### src/rtl/mrec_pkg.sv
`default_nettype none
package mrec_pkg;
   localparam int DW = 16;
   localparam int CHW = 8;
   localparam int NW = 4;
   localparam int FIFO_D = 16;
   localparam int FIFO_AW = 4;
   localparam int SR_D = 4;
   localparam int SR_AW = 2;
   localparam int FIR_W = DW + 1;
   // divider phase that fires each slow enable (counter runs 0..3)
   localparam logic [1:0] PH_ZERO = 2'h0;
   localparam logic [1:0] PH_LAST4 = 2'h3;
   localparam logic [1:0] PH_STEP = 2'h1;
   localparam logic [DW-1:0] WORD_RST = 16'h0000;
   localparam logic [CHW-1:0] CH_ZERO = 8'h00;
   localparam logic [NW-1:0] NIB_RST = 4'h0;
   localparam logic [FIR_W-1:0] FIR_RST = 17'h0_0000;
   typedef enum logic [1:0] {PH_RUN, PH_DRAIN, PH_HOLD} mrec_phase_type;
endpackage : mrec_pkg
`default_nettype wire

### src/rtl/mrec_strm_if.sv
`timescale 1ns/10ps
`default_nettype none
interface mrec_strm_if;
   import mrec_pkg::*;
   logic valid;
   logic ready;
   logic [DW-1:0] data;
   modport src (output valid, output data, input ready);
   modport snk (input valid, input data, output ready);
endinterface : mrec_strm_if
`default_nettype wire

### src/rtl/mrec_fifo.sv
`timescale 1ns/10ps
`default_nettype none
module mrec_fifo #(
   parameter int W = mrec_pkg::DW,
   parameter int D = mrec_pkg::FIFO_D,
   parameter int AW = mrec_pkg::FIFO_AW
) (
   // clock and reset
   input wire logic clock,
   input wire logic sys_rst,
   // fill side and drain side
   mrec_strm_if.snk wr,
   mrec_strm_if.src rd
);
   import mrec_pkg::*;
   logic [W-1:0] mem [D];
   logic [AW-1:0] wp_r;
   logic [AW-1:0] rp_r;
   logic [AW:0] cnt_r;
   logic [W-1:0] head_r;
   logic hv_r;
   logic push;
   logic pop;
   logic load;

   // head word sits in a register so the reader never sees raw memory
   assign wr.ready = (cnt_r != (AW+1)'(D));
   assign push = wr.valid && wr.ready;
   assign pop = hv_r && rd.ready;
   assign load = (!hv_r || pop) && (cnt_r != '0);
   assign rd.valid = hv_r;
   assign rd.data = head_r;

   always_ff @(posedge clock) begin
      if (push) begin
         mem[wp_r] <= wr.data;
      end
   end

   always_ff @(posedge clock) begin
      if (sys_rst) begin
         wp_r <= '0;
         rp_r <= '0;
         cnt_r <= '0;
      end else begin
         if (push) begin
            wp_r <= wp_r + AW'(1);
         end
         if (load) begin
            rp_r <= rp_r + AW'(1);
         end
         cnt_r <= cnt_r + (AW+1)'(push) - (AW+1)'(load);
      end
   end

   always_ff @(posedge clock) begin
      if (sys_rst) begin
         hv_r <= 1'b0;
         head_r <= '0;
      end else if (load) begin
         hv_r <= 1'b1;
         head_r <= mem[rp_r];
      end else if (pop) begin
         hv_r <= 1'b0;
      end
   end
endmodule : mrec_fifo
`default_nettype wire

### src/rtl/mrec_top.sv
`timescale 1ns/10ps
`default_nettype none
module mrec_top (
   // clock and reset
   input wire logic clock,
   input wire logic sys_rst,
   // enable clear from surrounding logic
   input wire logic ce_clear,
   // sample stream in
   input wire logic [mrec_pkg::DW-1:0] in_data,
   input wire logic in_valid,
   output logic in_ready,
   // filter reset and shift register tap
   input wire logic fir_rst,
   input wire logic [mrec_pkg::SR_AW-1:0] sr_addr,
   // generated enables
   output logic ce1,
   output logic ce2,
   output logic ce4,
   // rate changer outputs
   output logic [mrec_pkg::DW-1:0] sample_q,
   output logic [mrec_pkg::DW-1:0] ds_last_q,
   output logic [mrec_pkg::DW-1:0] ds_first_q,
   output logic [mrec_pkg::DW-1:0] us_copy_q,
   output logic [mrec_pkg::DW-1:0] us_zero_q,
   output logic [mrec_pkg::CHW-1:0] interleave_q,
   output logic [mrec_pkg::CHW-1:0] deint_ch0_q,
   output logic [mrec_pkg::CHW-1:0] deint_ch1_q,
   output logic [mrec_pkg::NW-1:0] ser_q,
   output logic [mrec_pkg::DW-1:0] deser_q,
   output logic [mrec_pkg::DW-1:0] sr_q,
   output logic [mrec_pkg::FIR_W-1:0] fir_q
);
   import mrec_pkg::*;

   function automatic logic at_phase(input logic [1:0] c, input logic [1:0] p);
      return c == p;
   endfunction : at_phase

   ////////////////////////////////////////////////////////////////////////////
   // input buffer: drained once per half-rate enable, so it really fills
   mrec_strm_if in_if ();
   mrec_strm_if out_if ();
   assign in_if.valid = in_valid;
   assign in_if.data = in_data;
   assign in_ready = in_if.ready;
   assign out_if.ready = ce2;

   mrec_fifo u_fifo (
      .clock(clock),
      .sys_rst(sys_rst),
      .wr(in_if),
      .rd(out_if)
   );

   ////////////////////////////////////////////////////////////////////////////
   // enable generation
   logic [1:0] div_r;
   logic clr_d_r;
   logic arm_r;
   logic release_p;
   logic sync;

   always_ff @(posedge clock) begin
      if (sys_rst || ce_clear) begin
         div_r <= PH_ZERO;
      end else begin
         div_r <= div_r + PH_STEP;
      end
   end

   // one clock, slow domains are enable pulses only; none while clearing
   assign ce1 = !sys_rst && !ce_clear;
   assign ce2 = ce1 && div_r[0];
   assign ce4 = ce1 && at_phase(div_r, PH_LAST4);

   always_ff @(posedge clock) begin
      if (sys_rst) begin
         clr_d_r <= 1'b0;
      end else begin
         clr_d_r <= ce_clear;
      end
   end
   assign release_p = clr_d_r && !ce_clear;

   // the first quarter-rate enable after release realigns the local blocks;
   // waiting for the slowest enable leaves room for the drain and hold phases
   always_ff @(posedge clock) begin
      if (sys_rst) begin
         arm_r <= 1'b0;
      end else if (release_p) begin
         arm_r <= 1'b1;
      end else if (ce4) begin
         arm_r <= 1'b0;
      end
   end
   assign sync = ce4 && arm_r;

   ////////////////////////////////////////////////////////////////////////////
   // local frame counter of the blocks that do not follow the clear
   logic [1:0] lc_r;
   logic lc_last2;
   logic lc_last4;

   always_ff @(posedge clock) begin
      if (sys_rst) begin
         lc_r <= PH_ZERO;
      end else if (sync) begin
         lc_r <= 2'(div_r + PH_STEP);
      end else if (ce1) begin
         lc_r <= lc_r + PH_STEP;
      end
   end
   assign lc_last2 = lc_r[0];
   assign lc_last4 = at_phase(lc_r, PH_LAST4);

   ////////////////////////////////////////////////////////////////////////////
   // source sample, half rate
   logic [DW-1:0] x_r;

   always_ff @(posedge clock) begin
      if (sys_rst) begin
         x_r <= WORD_RST;
      end else if (ce2 && out_if.valid) begin
         x_r <= out_if.data;
      end
   end
   assign sample_q = x_r;

   ////////////////////////////////////////////////////////////////////////////
   // down samplers
   logic [1:0] fc_r;
   logic [DW-1:0] first_hold_r;

   always_ff @(posedge clock) begin
      if (sys_rst) begin
         ds_last_q <= WORD_RST;
      end else if (ce4) begin
         ds_last_q <= x_r;
      end
   end

   // free-running phase, deliberately blind to the clear and to resync
   always_ff @(posedge clock) begin
      if (sys_rst) begin
         fc_r <= PH_ZERO;
         first_hold_r <= WORD_RST;
         ds_first_q <= WORD_RST;
      end else if (ce1) begin
         fc_r <= fc_r + PH_STEP;
         if (at_phase(fc_r, PH_ZERO)) begin
            first_hold_r <= x_r;
         end
         if (at_phase(fc_r, PH_LAST4)) begin
            ds_first_q <= first_hold_r;
         end
      end
   end

   ////////////////////////////////////////////////////////////////////////////
   // up samplers
   assign us_copy_q = x_r;

   always_ff @(posedge clock) begin
      if (sys_rst) begin
         us_zero_q <= WORD_RST;
      end else if (ce1) begin
         us_zero_q <= lc_last2 ? WORD_RST : x_r;
      end
   end

   ////////////////////////////////////////////////////////////////////////////
   // channel interleaver: two byte channels out at full rate
   mrec_phase_type tdm_st_r;

   always_ff @(posedge clock) begin
      if (sys_rst) begin
         tdm_st_r <= PH_RUN;
      end else if (sync) begin
         tdm_st_r <= PH_RUN;
      end else if (release_p) begin
         tdm_st_r <= PH_DRAIN;
      end else if (ce1 && lc_last2 && tdm_st_r == PH_DRAIN) begin
         tdm_st_r <= PH_HOLD;
      end
   end

   always_ff @(posedge clock) begin
      if (sys_rst) begin
         interleave_q <= CH_ZERO;
      end else if (ce1) begin
         unique case (tdm_st_r)
            PH_HOLD: interleave_q <= CH_ZERO;
            default: interleave_q <= lc_last2 ? x_r[CHW-1:0] : x_r[DW-1:CHW];
         endcase
      end
   end

   ////////////////////////////////////////////////////////////////////////////
   // channel deinterleaver fed by the interleaver
   logic [CHW-1:0] dch0_r;
   logic deint_hold_r;

   always_ff @(posedge clock) begin
      if (sys_rst) begin
         deint_hold_r <= 1'b0;
      end else if (sync) begin
         deint_hold_r <= 1'b0;
      end else if (release_p) begin
         deint_hold_r <= 1'b1;
      end
   end

   always_ff @(posedge clock) begin
      if (sys_rst) begin
         dch0_r <= CH_ZERO;
         deint_ch0_q <= CH_ZERO;
         deint_ch1_q <= CH_ZERO;
      end else if (ce1 && !deint_hold_r) begin
         // high byte is on the line during odd phases, so it lands in ch0
         if (lc_last2) begin
            dch0_r <= interleave_q;
         end else begin
            deint_ch0_q <= dch0_r;
            deint_ch1_q <= interleave_q;
         end
      end
   end

   ////////////////////////////////////////////////////////////////////////////
   // word serializer: one nibble a cycle, most significant first
   mrec_phase_type ser_st_r;
   logic [DW-1:0] ser_buf_r;

   always_ff @(posedge clock) begin
      if (sys_rst) begin
         ser_st_r <= PH_RUN;
      end else if (sync) begin
         ser_st_r <= PH_RUN;
      end else if (release_p) begin
         ser_st_r <= PH_DRAIN;
      end else if (ce1 && lc_last4 && ser_st_r == PH_DRAIN) begin
         ser_st_r <= PH_HOLD;
      end
   end

   always_ff @(posedge clock) begin
      if (sys_rst) begin
         ser_buf_r <= WORD_RST;
         ser_q <= NIB_RST;
      end else if (ce1 && ser_st_r != PH_HOLD) begin
         ser_q <= ser_buf_r[(DW-1) - NW*lc_r -: NW];
         if (lc_last4 && ser_st_r == PH_RUN) begin
            ser_buf_r <= x_r;
         end
      end
   end

   ////////////////////////////////////////////////////////////////////////////
   // word deserializer fed by the serializer
   logic [DW-NW-1:0] des_sh_r;
   logic [DW-1:0] des_cap_r;

   // full-rate enable is off during clear, so everything here freezes
   always_ff @(posedge clock) begin
      if (sys_rst) begin
         des_sh_r <= '0;
         des_cap_r <= WORD_RST;
      end else if (ce1) begin
         des_sh_r <= {des_sh_r[DW-2*NW-1:0], ser_q};
         // the registered serializer shows a word's last nibble at phase zero
         if (at_phase(lc_r, PH_ZERO) && !arm_r) begin
            des_cap_r <= {des_sh_r, ser_q};
         end
      end
   end

   always_ff @(posedge clock) begin
      if (sys_rst) begin
         deser_q <= WORD_RST;
      end else if (ce4) begin
         deser_q <= des_cap_r;
      end
   end

   ////////////////////////////////////////////////////////////////////////////
   // tap-select shift register at half rate
   logic [DW-1:0] sr_mem [SR_D];

   // contents survive the clear; shifting resumes with the enables
   always_ff @(posedge clock) begin
      if (sys_rst) begin
         sr_mem[0] <= WORD_RST;
      end else if (ce2) begin
         sr_mem[0] <= x_r;
      end
   end

   for (genvar i = 1; i < SR_D; i++) begin : g_sr
      always_ff @(posedge clock) begin
         if (sys_rst) begin
            sr_mem[i] <= WORD_RST;
         end else if (ce2) begin
            sr_mem[i] <= sr_mem[i-1];
         end
      end
   end

   always_ff @(posedge clock) begin
      if (sys_rst) begin
         sr_q <= WORD_RST;
      end else begin
         sr_q <= sr_mem[sr_addr];
      end
   end

   ////////////////////////////////////////////////////////////////////////////
   // two-phase decimating filter; its phase only returns to zero on sys_rst or fir_rst,
   // so after a clear the caller must pulse fir_rst to realign it
   logic fph_r;
   logic [DW-1:0] facc_r;

   always_ff @(posedge clock) begin
      if (sys_rst || fir_rst) begin
         fph_r <= 1'b0;
         facc_r <= WORD_RST;
         fir_q <= FIR_RST;
      end else if (ce2) begin
         fph_r <= !fph_r;
         if (!fph_r) begin
            facc_r <= x_r;
         end else begin
            fir_q <= FIR_W'(facc_r) + FIR_W'(x_r);
         end
      end
   end
endmodule : mrec_top
`default_nettype wire

### config.mk
export PLATFORM = sky130hd
export DESIGN_NAME = mrec_top
export DESIGN_NICKNAME = d
export VERILOG_FILES = /design/src/rtl/mrec_pkg.sv /design/src/rtl/mrec_strm_if.sv /design/src/rtl/mrec_fifo.sv /design/src/rtl/mrec_top.sv
export SDC_FILE = /design/constraint.sdc
export NUM_CORES = 1
export LEC_CHECK = 0
export BUFFER_PORTS_ARGS = -buffer_cell sky130_fd_sc_hd__buf_2
export CAP_MARGIN = 40
export CORE_UTILIZATION = 60
export CTS_CLUSTER_SIZE = 14
export DETAILED_ROUTE_END_ITERATION = 10
export GPL_ROUTABILITY_DRIVEN = 0
export MAX_ROUTING_LAYER = met4
export PLACE_DENSITY = 0.8
export SLEW_MARGIN = 40
export SYNTH_ARGS = -nofsm -noshare
export SYNTH_HDL_FRONTEND = slang
export SYNTH_SLANG_ARGS = --single-unit
### constraint.sdc
create_clock -name clock -period 7.5 [get_ports clock]
set_input_delay 1.125 -clock clock [delete_from_list [all_inputs] [get_ports clock]]
set_output_delay 1.125 -clock clock [all_outputs]
set_load 0.02 [all_outputs]
==> impl_metrics.csv <==
group,metric,value,unit
floorplanning,die_w,198,um
detailed_routing,dr_total_vias,14587,
yosys,postSynthNetCount,1850,
clock_network,post_cts_resized,0,
power,powerDensity,281,nW/um^2
floorplanning,initial_core_util,61.2,%
yosys,synth_top_area_share,41.6,%
worst_setup_path,crit_required,8.05,ns
detailed_routing,drcViolationCount,0,
worst_setup_path,crit_family,"simple AND/OR/NAND/NOR gates",
clock_network,cts-buffers-inserted,57,
min_path,hold_path_class,"reg -> reg",
clock_network,ctsRootBufferMaster,"clkbuf_16",
detailed_routing,drt_iter0_markers,1089,
clock_network,ctsHoldBuffers,0,
yosys,syn_avg_cell_area,12.9,sq um
yosys,synth_compound_area_share,6.44,%
yosys,synth_most_common_cell,"edfxtp_1",
detailed_routing,vias_per_cell,5.88,
cells_and_area,stdcell_area,26400,sq um
placed_design,portBuffers,183,
worst_setup_path,critPathMaxFanout,23,
worst_setup_path,cp-end-kind,"flip-flop",
cells_and_area,area_growth,14.0,%
worst_setup_path,worstSetupPathType,"in -> reg",
global_route,global_route.usage.met3,4.38,%
floorplanning,core_area,37800,sq um
sta,tns,0,ns
yosys,yosysTopAreaCell,"edfxtp_1",
yosys,synth_cell_type_count,56,
yosys,synth.mux.area_fraction,11.1,%
yosys,synth-main-ff-cell,"edfxtp_1",
clock_network,post-cts-setup-buffers,0,
global_route,globalRouteOverflowTotal,0,
yosys,synth-seq-cells,589,
placed_design,placed_cell_area,24400,sq um
sta,rsz0062_at_grt,"false",
global_route,grt_pass1_wl,78900,um
yosys,seq_area_frac_synth,64.9,%
yosys,synth_area,23100,sq um
yosys,yosysWarningCount,0,
power,ir_worst_vdd,0.361,mV
yosys,synth-edff-count,320,
placed_design,dp_slack,2.94,ns
sta,timing.final.ws_setup,3.52,ns
yosys,synth_xor_xnor_area_share,0.720,%
sta,worstMarginPinSlew,0.806,ns
global_route,grt_max_degree,92,
placed_design,numPlacedInstances,2370,
yosys,synth_fa_ha_area_share,1.90,%
global_route,grt_use_met1,34.2,%
sta,hold_viol,0,
cells_and_area,fin_cells,2480,
clock_network,cts.sinks,589,
floorplanning,die_h,198,um
sta,post-route-period-util,53.0,%
global_route,grt_busiest_layer,"met2",
sta,skew,0.0286,ns
worst_setup_path,crit_buf_inv,5,
outcome,outcome,"complete, no violations",
worst_setup_path,timing.critical_path.mode_cell,"inv_1",
cells_and_area,drive_gt1_share,22.2,%
worst_setup_path,cp_cell_sequence,"buf_2 -> nor2_4 -> nand2_1 -> nand2_1 -> nand2b_1 -> inv_2 -> ha_1 -> inv_1 -> ha_1 -> inv_1 -> fa_1 -> inv_1 -> a21oi_1 -> nor2_1 -> or3_1 -> a21oi_1",
sta,finalSetupViolations,0,
detailed_routing,wl_per_cell,20.9,um
clock_network,clkTransAtPathRegs,0.06,ns
global_route,grt_util_all_layers,27.4,%
yosys,ys_async_sr_fraction,0,%
yosys,synth_top_family_by_area,"simple AND/OR/NAND/NOR gates",
sta,slew_viol_final,0,
clock_network,htreeDepth,2,
worst_setup_path,startpoint_type,"primary input",
floorplanning,num_rows,71,
sta,period_needed,3.98,ns
clock_network,cts_tree,"yes",
yosys,ys_top_cells_by_area,"edfxtp_1 (42%), dfxtp_1 (23%), mux4_2 (9.5%)",
worst_setup_path,cp_slowest_stage_delay,0.52,ns
worst_setup_path,cp.arrival,4.52,ns
clock_network,insertion_delay,0.62,ns
job,maxCapViolCount,0,
sta,slew-limit-headroom,46.2,%
power,power.total,7400,uW
yosys,netlist_instances,1793,
global_route,antenna_found_initial,2,
placed_design,dp_hpwl,30900,um
global_route,grtUsageMet2,45.4,%
cells_and_area,finalNetCount,1976,
yosys,synthTopCellsByCount,"edfxtp_1 (320), nand2_1 (317), dfxtp_1 (269)",
clock_network,clockBufferDepth,3,
yosys,synth-simple-area-share,11.7,%
detailed_routing,dr.pass1.iters,5,
detailed_routing,drt_wl_total,51800,um
worst_setup_path,cp_slowest_cell,"buf_2",
detailed_routing,route.antenna.remaining_nets,0,
sta,fmax,252,MHz
power,p_leak,0.00972,uW
floorplanning,die_area,39300,sq um
global_route,grt_pass1_vias,14059,
floorplanning,boundaryPins,184,
worst min-delay path, cell delays in order (launching register included):
cell and delay (ns):
dfxtp_1 0.31, nand2_1 0.05, a21oi_1 0.05
routing by layer:
layer  vias to the layer above  part of all wire (%)  wire length (um)
li1                       6674                     -                 -
met3                       119                   6.7              3490
met1                      7233                    40             20600
met5                         -                     0                 0
met2                       561                    50             26100
met4                         0                   3.1              1610
power by group:
| part | leakage [uW] | switching, uW | internal (uW) | total, uW |
|---|---|---|---|---|
| Sequential | 0.00515 | 108 | 3520 | 3630 |
| Combinational | 0.00360 | 438 | 383 | 821 |
| Clock | 0.000970 | 1210 | 1740 | 2950 |
| Total | 0.00972 | 1750 | 5640 | 7400 |
cell usage in the layout, fill, tap and decap left out, types with 4 or more instances in the layout:
cell type  synthesis  layout
a21oi_1          135     135
mux2_2             5       5
nor3_1            13       9
o21ai_0           72      72
nor2b_1           23      22
bufinv_16          0       5
nor3_4             0       4
clkinv_2           0      10
clkbuf_8           0      10
buf_4             16      21
clkbuf_16          0      60
xor2_1            10      10
nand2_1          317     317
dfxtp_1          269     265
xnor2_1            9       9
buf_2             19     182
a22o_1            16      16
a31oi_1            4       4
a211oi_1           4       4
ha_1              32      32
inv_1             19      19
o21ai_1           11      11
edfxtp_1         320     320
a21o_1             7       7
nand4_1            5       5
mux4_2            98      98
nor2_4             0       5
buf_6              5      11
nand2b_1          72      71
mux2i_1           23      23
o21bai_1           4       4
and3_1            69      69
nand3_1           15      15
nor2_1            55      49
clkbuf_1         100      14
final timing paths:
check	depth (start not counted)	startpoint	slack (ns)	to
setup / recovery	16	ce_clear	3.52	u_fifo.cnt_r[4]
hold / removal	2	fir_q[6]	0.45	fir_q[6]
setup reg to reg	15	u_fifo.cnt_r[2]	3.87	u_fifo.cnt_r[4]
hold reg to reg	2	fir_q[6]	0.45	fir_q[6]
stage by stage:
step                      hold slack, ns  utilization (%)
final                              0.448             69.8
after global routing               0.470             69.8
after CTS                          0.450             69.8
after detailed placement           0.443             64.6
after global placement             0.433             64.2
after floorplan                    0.425                -
area by class of cell:
class,instances,area (sq um)
diodes,3,7.51
well taps,511,639
clock buffers,84,1690
repair buffers,215,1210
inverters,21,78.8
clock inverters,22,265
multi-input cells,1035,7470
fillers,2480,11400
flip-flops and latches,589,15000
cell families after synthesis:
kind of cell             after synthesis
adder cells (fa/ha/maj)               34
AND/OR/NAND/NOR                      585
flip-flops                           589
buffers and inverters                169
XOR/XNOR                              19
multiplexers                         129
AO/OA/AOI/OAI                        268
sequential cells by signal, indices dropped and copies added, names as in the netlist, 5 cells and up:
| signal | flops |
|---|---|
| fir_q | 17 |
| ds_last_q | 16 |
| ser_buf_r | 16 |
| deint_ch1_q | 8 |
| sr_mem | 64 |
| sr_q | 16 |
| ds_first_q | 16 |
| des_cap_r | 16 |
| facc_r | 16 |
| u_fifo.mem | 256 |
| u_fifo.cnt_r | 5 |
| dch0_r | 8 |
| u_fifo.rd.data | 16 |
| first_hold_r | 16 |
| us_zero_q | 16 |
| sample_q | 16 |
| deser_q | 16 |
| deint_ch0_q | 8 |
| interleave_q | 8 |
| des_sh_r | 12 |
No activity file was read; power rests on OpenSTA's default activity.
